[config.mk]
export PLATFORM = sky130hd
export DESIGN_NAME = reader_command_sequencer
export DESIGN_NICKNAME = d
export VERILOG_FILES = /design/src/rtl/reader_command_sequencer_pkg.sv /design/src/rtl/reader_command_sequencer.sv
export VERILOG_INCLUDE_DIRS = /design/src /design/src/rtl
export SDC_FILE = /design/constraint.sdc
export NUM_CORES = 1
export LEC_CHECK = 0
export BUFFER_PORTS_ARGS = -buffer_cell sky130_fd_sc_hd__buf_2
export CORE_MARGIN = 1.5
export CORE_UTILIZATION = 48
export DETAILED_ROUTE_END_ITERATION = 6
export GPL_TIMING_DRIVEN = 0
export PLACE_DENSITY = 0.85
export SYNTH_ARGS = -nofsm -noshare
export SYNTH_HDL_FRONTEND = slang
export SYNTH_SLANG_ARGS = --single-unit
[constraint.sdc]
create_clock -name ref_clk_in -period 2.53 [get_ports ref_clk_in]
set_clock_uncertainty 0.1 [all_clocks]
set_input_delay 0.253 -clock ref_clk_in [delete_from_list [all_inputs] [get_ports ref_clk_in]]
set_output_delay 0.253 -clock ref_clk_in [all_outputs]
set_load 0.02 [all_outputs]
[src/rtl/reader_command_sequencer_cfg.svh]
// constants of the reader command sequencer
`ifndef READER_COMMAND_SEQUENCER_CFG_SVH
`define READER_COMMAND_SEQUENCER_CFG_SVH
`define CMD_IDLE          8'h00
`define CMD_LOAD_CONFIG   8'h07
`define CMD_AUTH_ONE      8'h0c
`define CMD_CRC_COMPUTE   8'h12
`define CMD_AUTH_TWO      8'h14
`define CMD_LOAD_KEY      8'h19
`define CMD_BOOT          8'h3f
`define AUTH_ONE_ARGS     3'h6
`define CONFIG_ARGS       3'h2
`define KEY_BYTES         4'hc
`define CRC_PRESET        16'h6363
`define CRC_POLY_REFL     16'h8408
`define BOOT_EE_ADDR      16'h0010
`define CONFIG_WORDS      4'hf
`define BOOT_RESET_VALUE  8'h00
`endif

[src/rtl/reader_command_sequencer_pkg.sv]
// types shared by the reader command sequencer
package reader_command_sequencer_pkg;
  typedef enum logic [2:0] {
    ST_BOOT_RESET = 3'b000,
    ST_BOOT_INIT  = 3'b001,
    ST_IDLE       = 3'b010,
    ST_ARGS       = 3'b011,
    ST_EE_LOAD    = 3'b100,
    ST_CRC        = 3'b101,
    ST_AUTH_TWO   = 3'b110
  } seq_state_t;

  typedef struct packed {
    logic       valid;
    logic [7:0] data;
  } fifo_byte_t;

  typedef struct packed {
    logic        req;
    logic [15:0] addr;
  } ee_req_t;

  typedef struct packed {
    logic [7:0] addr;
    logic [7:0] data;
    logic       we;
  } reg_load_t;
endpackage

[src/rtl/reader_command_sequencer.sv]
// command sequencer: boot, idle, authentication, config load, crc, key load
`timescale 1ns/1ps
`include "reader_command_sequencer_cfg.svh"

// Summary of operation
// - first authentication takes six fifo argument bytes
// - second authentication uses no fifo data
// - config load takes two address bytes, loads registers
// - crc command fills low and high results
// - boot code never started by host write
// - boot starts after supply or pin reset
// - boot reset phase sets fixed register values
// - boot init loads registers from eeprom
// - idle follows boot completion automatically
// - during boot only page zero reads allowed
// - boot cannot be interrupted by host
// - idle code waits with no fifo traffic
// - self completion sets idle interrupt flag, except at the end of boot
// - host idle abort sets no flag
// - abort leaves fifo untouched
// - key load reads twelve fifo bytes lsb first
module reader_command_sequencer
  import reader_command_sequencer_pkg::*;
(
  input  wire logic        ref_clk_in,
  input  wire logic        rst_n_in,
  input  wire logic        digital_supply_pin_in,   // power-on good, low during power-up
  input  wire logic        analog_supply_pin_in,
  input  wire logic        hard_reset_powerdown_pin_in,
  input  wire logic        cmd_write_in,
  input  wire logic [7:0]  cmd_data_in,
  input  wire logic        reg_read_in,
  input  wire logic [5:0]  reg_addr_in,
  input  wire fifo_byte_t  fifo_in,
  input  wire logic        ee_ack_in,
  input  wire logic [7:0]  ee_data_in,
  input  wire logic        auth_two_done_in,
  output logic             fifo_pop_out,
  output logic [7:0]       cmd_readback_out,
  output logic             idle_interrupt_flag_out,
  output logic             access_allowed_out,
  output ee_req_t          ee_out,
  output reg_load_t        reg_load_out,
  output logic [7:0]       crc_out_low_out,
  output logic [7:0]       crc_out_high_out,
  output logic             auth_one_start_out,
  output logic [47:0]      auth_args_out,
  output logic             auth_two_start_out,
  output logic [95:0]      key_buffer_out
);

  seq_state_t  state_reg, state_next;
  logic [7:0]  cmd_reg;
  logic [2:0]  arg_cnt_reg;
  logic [3:0]  word_cnt_reg;
  logic [15:0] ee_addr_reg;
  logic [15:0] crc_reg;
  logic        pin_q_reg;
  logic        flag_reg;
  logic        pop_reg;
  logic        ee_req_reg;
  logic        auth_one_reg;
  logic        auth_two_reg;
  logic [47:0] args_reg;
  logic [95:0] key_reg;
  logic        allow_reg;
  logic [7:0]  load_addr_reg;
  logic [7:0]  load_data_reg;
  logic        load_we_reg;

  // any reset source restarts the boot sequence
  wire pin_fall   = pin_q_reg & ~hard_reset_powerdown_pin_in;
  wire boot_trig  = ~digital_supply_pin_in | ~analog_supply_pin_in | pin_fall;
  wire in_boot    = (state_reg == ST_BOOT_RESET) | (state_reg == ST_BOOT_INIT);
  // host writes ignored while booting, boot code never accepted
  wire host_cmd   = cmd_write_in & ~in_boot & (cmd_data_in != `CMD_BOOT);
  wire host_abort = host_cmd & (cmd_data_in == `CMD_IDLE);
  wire busy       = (state_reg != ST_IDLE) & ~in_boot;
  wire byte_take  = fifo_in.valid & ~pop_reg;     // one pop per byte, avoids double reads
  wire is_args    = state_reg == ST_ARGS;
  wire args_last  = is_args & byte_take & (
                    ((cmd_reg == `CMD_AUTH_ONE) & (arg_cnt_reg == `AUTH_ONE_ARGS - 3'h1)) |
                    ((cmd_reg == `CMD_LOAD_CONFIG) & (arg_cnt_reg == `CONFIG_ARGS - 3'h1)) |
                    ((cmd_reg == `CMD_LOAD_KEY) & (word_cnt_reg == `KEY_BYTES - 4'h1)));
  wire ee_last    = ee_ack_in & (word_cnt_reg == `CONFIG_WORDS);
  // crc ends when the fifo runs dry
  wire crc_done   = (state_reg == ST_CRC) & ~fifo_in.valid & ~pop_reg;
  wire auth_done  = (state_reg == ST_AUTH_TWO) & auth_two_done_in;
  wire key_done   = args_last & (cmd_reg == `CMD_LOAD_KEY);
  wire ee_done    = (state_reg == ST_EE_LOAD) & ee_last & ~(cmd_reg == `CMD_BOOT);
  wire auth1_done = args_last & (cmd_reg == `CMD_AUTH_ONE);
  wire self_done  = crc_done | auth_done | key_done | ee_done | auth1_done;

  // one reflected crc step over the byte entering
  function automatic logic [15:0] crc_step(input logic [15:0] c, input logic [7:0] d);
    logic [15:0] r;
    r = c ^ {8'h00, d};
    for (int i = 0; i < 8; i++) begin
      r = r[0] ? ((r >> 1) ^ `CRC_POLY_REFL) : (r >> 1);
    end
    return r;
  endfunction

  // next state selection
  always_comb begin
    state_next = state_reg;
    unique case (state_reg)
      ST_BOOT_RESET: state_next = ST_BOOT_INIT;
      ST_BOOT_INIT:  if (ee_last) state_next = ST_IDLE;
      ST_IDLE: begin
        if (host_cmd) begin
          unique case (cmd_data_in)
            `CMD_AUTH_ONE, `CMD_LOAD_CONFIG, `CMD_LOAD_KEY: state_next = ST_ARGS;
            `CMD_CRC_COMPUTE: state_next = ST_CRC;
            `CMD_AUTH_TWO:    state_next = ST_AUTH_TWO;
            default:          state_next = ST_IDLE;
          endcase
        end
      end
      ST_ARGS:     if (args_last) state_next =
                     (cmd_reg == `CMD_LOAD_CONFIG) ? ST_EE_LOAD : ST_IDLE;
      ST_EE_LOAD:  if (ee_last) state_next = ST_IDLE;
      ST_CRC:      if (crc_done) state_next = ST_IDLE;
      ST_AUTH_TWO: if (auth_done) state_next = ST_IDLE;
      default:     state_next = ST_BOOT_RESET;
    endcase
    if (host_abort & busy) begin
      state_next = ST_IDLE;
    end
    if (boot_trig) begin
      state_next = ST_BOOT_RESET;
    end
  end

  // state and command register; reads back the running code
  always_ff @(posedge ref_clk_in) begin
    if (!rst_n_in) begin
      state_reg <= ST_BOOT_RESET;
      cmd_reg   <= `CMD_BOOT;
    end else begin
      state_reg <= state_next;
      if (state_next == ST_BOOT_RESET) begin
        cmd_reg <= `CMD_BOOT;
      end else if (state_next == ST_IDLE) begin
        cmd_reg <= `CMD_IDLE;
      end else if (host_cmd) begin
        cmd_reg <= cmd_data_in;
      end
    end
  end

  // reset pin edge detector
  always_ff @(posedge ref_clk_in) begin
    if (!rst_n_in) begin
      pin_q_reg <= 1'b1;                 // idle level of the pin, no false edge
    end else begin
      pin_q_reg <= hard_reset_powerdown_pin_in;
    end
  end

  // idle flag sticky until a new command; completion wins over the clear
  always_ff @(posedge ref_clk_in) begin
    if (!rst_n_in || boot_trig) begin
      flag_reg <= 1'b0;
    end else if (self_done) begin
      flag_reg <= 1'b1;
    end else if (host_cmd && !host_abort) begin
      flag_reg <= 1'b0;
    end
  end

  // fifo pops only while consuming; abort never pops so fifo stays intact
  always_ff @(posedge ref_clk_in) begin
    if (!rst_n_in || boot_trig || host_abort) begin
      pop_reg <= 1'b0;
    end else begin
      pop_reg <= byte_take & (is_args | (state_reg == ST_CRC)) & ~args_last | args_last;
    end
  end

  // argument capture: auth bytes in order, key lsb first, address low first
  always_ff @(posedge ref_clk_in) begin
    if (!rst_n_in) begin
      arg_cnt_reg <= 3'h0;
      args_reg    <= 48'h0;
    end else if (state_reg == ST_IDLE) begin
      arg_cnt_reg <= 3'h0;               // arguments stay visible after the command
    end else if (is_args && byte_take) begin
      arg_cnt_reg <= arg_cnt_reg + 3'h1;
      if (cmd_reg == `CMD_AUTH_ONE) begin
        args_reg[arg_cnt_reg*8 +: 8] <= fifo_in.data;
      end
    end
  end

  // key buffer and eeprom address
  always_ff @(posedge ref_clk_in) begin
    if (!rst_n_in) begin
      key_reg     <= 96'h0;
      ee_addr_reg <= `BOOT_EE_ADDR;
    end else if (state_reg == ST_BOOT_RESET) begin
      ee_addr_reg <= `BOOT_EE_ADDR;
    end else if (is_args && byte_take) begin
      if (cmd_reg == `CMD_LOAD_KEY) begin
        key_reg[word_cnt_reg*8 +: 8] <= fifo_in.data;
      end
      if (cmd_reg == `CMD_LOAD_CONFIG) begin
        ee_addr_reg[arg_cnt_reg[0]*8 +: 8] <= fifo_in.data;
      end
    end else if (ee_ack_in) begin
      ee_addr_reg <= ee_addr_reg + 16'h0001;
    end
  end

  // byte counter shared by key load and eeprom word walk
  always_ff @(posedge ref_clk_in) begin
    if (!rst_n_in || state_reg == ST_IDLE || state_reg == ST_BOOT_RESET || args_last) begin
      word_cnt_reg <= 4'h0;
    end else if ((is_args && byte_take) || ee_ack_in) begin
      word_cnt_reg <= word_cnt_reg + 4'h1;
    end
  end

  // eeprom requests and register loads; boot reset writes fixed values
  always_ff @(posedge ref_clk_in) begin
    if (!rst_n_in) begin
      ee_req_reg    <= 1'b0;
      load_we_reg   <= 1'b0;
      load_addr_reg <= 8'h00;
      load_data_reg <= 8'h00;
    end else begin
      ee_req_reg    <= (state_next == ST_BOOT_INIT || state_next == ST_EE_LOAD)
                       & ~ee_last;
      load_we_reg   <= ee_ack_in | (state_reg == ST_BOOT_RESET);
      load_addr_reg <= (state_reg == ST_BOOT_RESET) ? 8'h00 : {4'h0, word_cnt_reg};
      load_data_reg <= (state_reg == ST_BOOT_RESET) ? `BOOT_RESET_VALUE : ee_data_in;
    end
  end

  // crc coprocessor over fifo bytes
  always_ff @(posedge ref_clk_in) begin
    if (!rst_n_in) begin
      crc_reg <= `CRC_PRESET;
    end else if (host_cmd && cmd_data_in == `CMD_CRC_COMPUTE) begin
      crc_reg <= `CRC_PRESET;
    end else if (state_reg == ST_CRC && byte_take) begin
      crc_reg <= crc_step(crc_reg, fifo_in.data);
    end
  end

  // authentication start pulses and access gate
  always_ff @(posedge ref_clk_in) begin
    if (!rst_n_in) begin
      auth_one_reg <= 1'b0;
      auth_two_reg <= 1'b0;
      allow_reg    <= 1'b0;
    end else begin
      auth_one_reg <= auth1_done;
      auth_two_reg <= host_cmd & (cmd_data_in == `CMD_AUTH_TWO) & ~busy;
      allow_reg    <= in_boot ? (reg_read_in & (reg_addr_in == 6'h00)) : 1'b1;
    end
  end

  assign fifo_pop_out            = pop_reg;
  assign cmd_readback_out        = cmd_reg;
  assign idle_interrupt_flag_out = flag_reg;
  assign access_allowed_out      = allow_reg;
  assign ee_out                  = '{req: ee_req_reg, addr: ee_addr_reg};
  assign reg_load_out            = '{addr: load_addr_reg, data: load_data_reg, we: load_we_reg};
  assign crc_out_low_out         = crc_reg[7:0];
  assign crc_out_high_out        = crc_reg[15:8];
  assign auth_one_start_out      = auth_one_reg;
  assign auth_args_out           = args_reg;
  assign auth_two_start_out      = auth_two_reg;
  assign key_buffer_out          = key_reg;

endmodule

# Yosys cells after proc, flatten, opt, wreduce, memory -nomap -nowiden
# Index checks and enable logic that the tools add are counted.
# word_totals
reg_bits	218
in_bits	40
out_inout_bits	207
word_cells	176
# op_classes
add_sub_neg	6
n_eq_ne	25
n_shift	6
muxes	29
bitwise_logic	60
n_reduce_logical	30
# ops
op	n
16-bit two-way mux	11
96-bit bitwise mux	1
8-bit by 34-bit variable shift with 96-bit output, first input constant	1
8-bit by 34-bit variable part select with 96-bit output	1
48-bit bitwise mux	1
8-bit by 34-bit variable shift with 48-bit output, first input constant	1
8-bit by 34-bit variable part select with 48-bit output	1
4-bit negator with 34-bit output	1
6-bit negator with 34-bit output	1
7-bit negator with 34-bit output	1
8-bit by 34-bit variable shift with 16-bit output, first input constant	1
8-bit by 34-bit variable part select with 16-bit output	1
8-bit by 5-bit equality test with 1-bit output, second input constant	4
1-bit bitwise AND	26
3-bit two-way mux	8
2-bit NOT with 3-bit output	8
3-bit case mux with 6 select lines	1
16-bit by 1-bit adder with 16-bit output, second input constant	1
16-bit bitwise mux	1
8-bit by 3-bit equality test with 1-bit output, second input constant	2
8-bit by 4-bit equality test with 1-bit output, second input constant	2
16-bit by 8-bit XOR with 16-bit output	1
3-bit equality test, second input constant	5
1-bit NOT	13
other kinds (24)	62

# Longest topological paths before layout
# depth
word_depth	17
depth_mapped	11
mapped_depth_nobuf	9

# Worst setup path before layout
# No wires, ideal clock.
# synth_path
path_type	reg2reg
start	register arg_cnt_reg[0]
end	register args_reg[19] (netlist: auth_args_out[19])
setup_ns	0.076
t_arrival_ns	2.474
t_required_ns	2.354
slack_ns	-0.119
stages_incl_launch_ff	11
n_path_buf	2
synth_period_minus_slack_ns	2.649
cell_sequence	dfxtp_1 -> inv_1 -> clkbuf_1 -> ha_1 -> ha_1 -> o311a_1 -> and3_1 -> nand3_1 -> buf_2 -> or3_1 -> a21boi_0
# synth_via
elab_chain_cells	3
elab_cells_between_ends	4
cone_classes	add/sub (1); shift (2); mux (1)
# synth_lines
item	line	text
from (decl)	reader_command_sequencer.sv:54	logic [2:0] arg_cnt_reg;
from (signal assigned)	reader_command_sequencer.sv:189	arg_cnt_reg <= arg_cnt_reg + 3'h1;
6-bit negator with 34-bit output (*)	reader_command_sequencer.sv:191	args_reg[arg_cnt_reg*8 +: 8] <= fifo_in.data;
8-bit by 34-bit variable part select with 48-bit output / 8-bit by 34-bit variable shift with 48-bit output (equally long branches)	reader_command_sequencer.sv:191	
48-bit bitwise mux (*)	reader_command_sequencer.sv:191	
to (signal, indexed assignment)	reader_command_sequencer.sv:191	
to (decl)	reader_command_sequencer.sv:64	logic [47:0] args_reg;
# Mark *: on every way between the ends. The rest lies on a longest branch, timed or not.
# A chain may end at the register's enable or synchronous reset.

# Worst setup path in the final report
# layout_path
start	register arg_cnt_reg[0]
end	register args_reg[34] (netlist: auth_args_out[34])
# The elaborated chain is that of the path after synthesis.

==> impl_summary.log <==
INFO  metric pre_cts_slack = -0.413 ns
INFO  metric syn_inst = 1161
INFO  metric start_util = 48.8%
INFO  metric vdd_ir_drop_max = about 0.00036 V
INFO  metric synth_cell_type_count = 73
INFO  metric cp_data_arrival_time = 2.79 ns
INFO  metric grt_pass1_wl = 48100 microns
INFO  metric power_frac_seq = 47.6%
INFO  metric gp_congestion = between 0.9 and 1
INFO  metric max_slew_violations = 0
INFO  metric status = completed
INFO  metric post_route_cells_drive_above_1_share = about a quarter
INFO  metric io_pins = between 200 and 250
INFO  metric hold_ws = 0.0322 ns
INFO  metric grt_usage = 28.2%
INFO  metric power = a little over 7 mW
INFO  metric internal_power = 5.51 mW
INFO  metric die_height = 146 microns
INFO  metric crit_start = arg_cnt_reg[0]
INFO  metric initial_antenna_violation_count = 0
INFO  metric post_route_design_area = 12600 sq um
INFO  metric p_leak = 5.05 nW
INFO  metric timing.critical_path.from_type = register
INFO  metric grt_pass1_vias = roughly 9000
INFO  metric worst_hold_startpoint = rst_n_in
INFO  metric largest_register_ffs = 96
INFO  metric comb_power_share = 4.8%
INFO  metric clkPwrFrac = a little under half
INFO  metric final.period_utilization = 97.8%
INFO  metric post-synth-top-area-fraction = 43.7%
INFO  metric mappedNetlistArea = 9810 sq um
INFO  metric flow.area_growth_from_synthesis = 28.8%
INFO  metric cell_chosen_for_the_clock_root = sky130_fd_sc_hd__clkbuf_16
INFO  metric critPathKind = register to register
INFO  metric timing.reg2reg.setup_slack = 0.06 ns
INFO  metric clkSlewWorstSetupHoldPaths = 0.06 ns
INFO  metric portBuffers = 233
INFO  metric dpl.hpwl = around 22000 microns
INFO  metric vias = between 9000 and 10000
INFO  metric synth-edff-count = 0
INFO  metric final_cells = 1738
INFO  metric worst-endpoint-required = 2.84 ns
INFO  metric detailedRoute.firstPassIterationCount = 5
INFO  metric yosysTopAreaCell = sky130_fd_sc_hd__dfxtp_1
INFO  metric worst_min_delay_path_category = primary input to register
INFO  metric power.share.switching = 22.2%
INFO  metric final_cell_mix = 243 x sky130_fd_sc_hd__buf_2, 211 x sky130_fd_sc_hd__dfxtp_1, 189 x sky130_fd_sc_hd__nand2_1
INFO  metric avgSynthCellArea = 8.45 sq um
INFO  metric cts_num_sinks = 214
INFO  metric timing_worst_slew_pin_value = 1.06 ns
INFO  metric accumulated_negative_setup_slack = 0 ns
INFO  metric die-width = 146 microns
INFO  metric detailedRoute.firstIterationViolations = 757
INFO  metric setup_viol = 0
INFO  metric yosys_register_bits = 214
INFO  metric floorplan.die_area = 21300 sq um
INFO  metric synth-warning-count = 0
INFO  metric achievable-frequency = 0.404 GHz
INFO  metric power_switching = 1.58 mW
INFO  metric synth_ff_type = sky130_fd_sc_hd__dfxtp_1
INFO  metric numCtsBuffers = 23
INFO  metric min_period = 2.47 ns
INFO  metric row_count = 52
INFO  metric postLayoutCoreUtil = a little over three fifths
INFO  metric post_dp_cell_area = about 11000 sq um
INFO  metric layout.cells.most_common = sky130_fd_sc_hd__buf_2
INFO  metric drcViolationCount = 0
INFO  metric max-cap-violations = 0
INFO  metric maximum_number_of_pins_on_one_net_before_global_route_repair = 14
INFO  metric synthTopCellsByArea = sky130_fd_sc_hd__dfxtp_1 44%, sky130_fd_sc_hd__a21boi_0 9.4%, sky130_fd_sc_hd__nand2_1 7.3%, sky130_fd_sc_hd__nand3_1 5.7%, sky130_fd_sc_hd__mux2i_1 2.7%
INFO  metric worstPathMaxFanout = 10
INFO  metric clock_insertion_delay_worst_skew = 0.51 ns
INFO  metric core_region_area = 20100 sq um
INFO  metric pwr_density_cell = about 560 nW/um^2
INFO  metric post_place_cells = 1667
INFO  metric route.final.wire_length = 31600 microns
INFO  metric finalNetCount = roughly 1500
INFO  metric wl_per_cell = ~18 microns
INFO  metric max_slew_margin_vs_limit = approximately 29%
INFO  metric antenna_cells = 0
INFO  metric synthArstFlopShare = 0%
INFO  metric ant_nets = 0
INFO  metric number_of_hold_slack_violations_in_the_final_timing_report = 0
INFO  metric clk_path_buf_depth = 3
INFO  metric tritoncts = built
INFO  metric postLayoutSetupSlackWorst = approximately 0.056 ns
INFO  metric portion_of_the_post_synthesis_area_used_by_sequential_elements = 43.7%
INFO  metric timing.rr.start = arg_cnt_reg[0]
INFO  metric cts_max_level = 1
INFO  metric grt_overflow = 0
INFO  metric timing.critical_path.to_type = register
INFO  metric avg_vias_per_cell = 5.66
## worst max-delay path, stage by stage (launching register included)
cell and delay (ns):
sky130_fd_sc_hd__dfxtp_4 0.38, sky130_fd_sc_hd__inv_2 0.07, sky130_fd_sc_hd__clkbuf_8 0.18, sky130_fd_sc_hd__ha_2 0.21
sky130_fd_sc_hd__ha_4 0.27, sky130_fd_sc_hd__buf_4 0.15, sky130_fd_sc_hd__nor2b_1 0.24, sky130_fd_sc_hd__nand2_2 0.15
sky130_fd_sc_hd__or3_1 0.37, sky130_fd_sc_hd__a21boi_0 0.25
## layout make-up
class,count,area [sq um]
inverter,19,73.8
clock inverter,6,87.6
timing repair buffer,270,1500
fill,1669,7470
multi-input combinational,839,5250
clock buffer,33,663
buffer,87,425
sequential,214,4290
tap,270,338
## power groups by stage
stage               sequential [mW]  combinational, mW  clock, mW
finish                         3.38              0.340       3.38
global route                   3.37              0.361       3.57
CTS                            3.38              0.329       3.42
detailed placement             3.45              0.309          0
global placement               3.45              0.306          0
floorplan                      3.45              0.185          0
## cells in the mapped netlist (all sizes together) (9+ instances only)
cell type  count
dfxtp        214
nand2        194
a21boi       126
nand3        111
clkbuf        67
nor2          48
a21oi         34
and2          30
o21ai         30
nor2b         28
mux2i         26
buf           25
xnor2         24
inv           19
nand2b        17
nor3          15
or3           15
and3          13
nand4         11
ha             9
o211ai         9
## layer usage
metal  vias up  part of all wire, %  track usage (%)
li1       4605                    -                -
met1      4645                   40             36.4
met2       510                   47             46.2
met3        84                  9.5             4.92
met4         0                  3.8             12.8
met5         -                    0                0
## what timing repair did
item | in CTS | in global routing
hold buffers | 17 | 0
setup endpoints to repair | 157 | 160
gates resized for setup | 23 | 50
hold endpoints to repair | 14 | 0
pin swaps | 5 | 8
setup buffers | 10 | 10
## kinds of logic after synthesis
kind of cell	after synthesis	share of synthesized area [%]
simple gates	513	26.3
buf+inv	111	4.78
other cells	1	0.0382
xor+xnor	32	2.86
mux	26	2.65
flops	214	43.7
compound gates	255	18.5
fa+ha+maj	9	1.15
## path summary, 6_finish.rpt
kind	to	depth (start not counted)
worst min register to register	auth_args_out[35]	2
worst max register to register	auth_args_out[34]	9
worst min-delay path	idle_interrupt_flag_out	3
worst max-delay path	auth_args_out[34]	9
(Power assumes the default switching activity.)
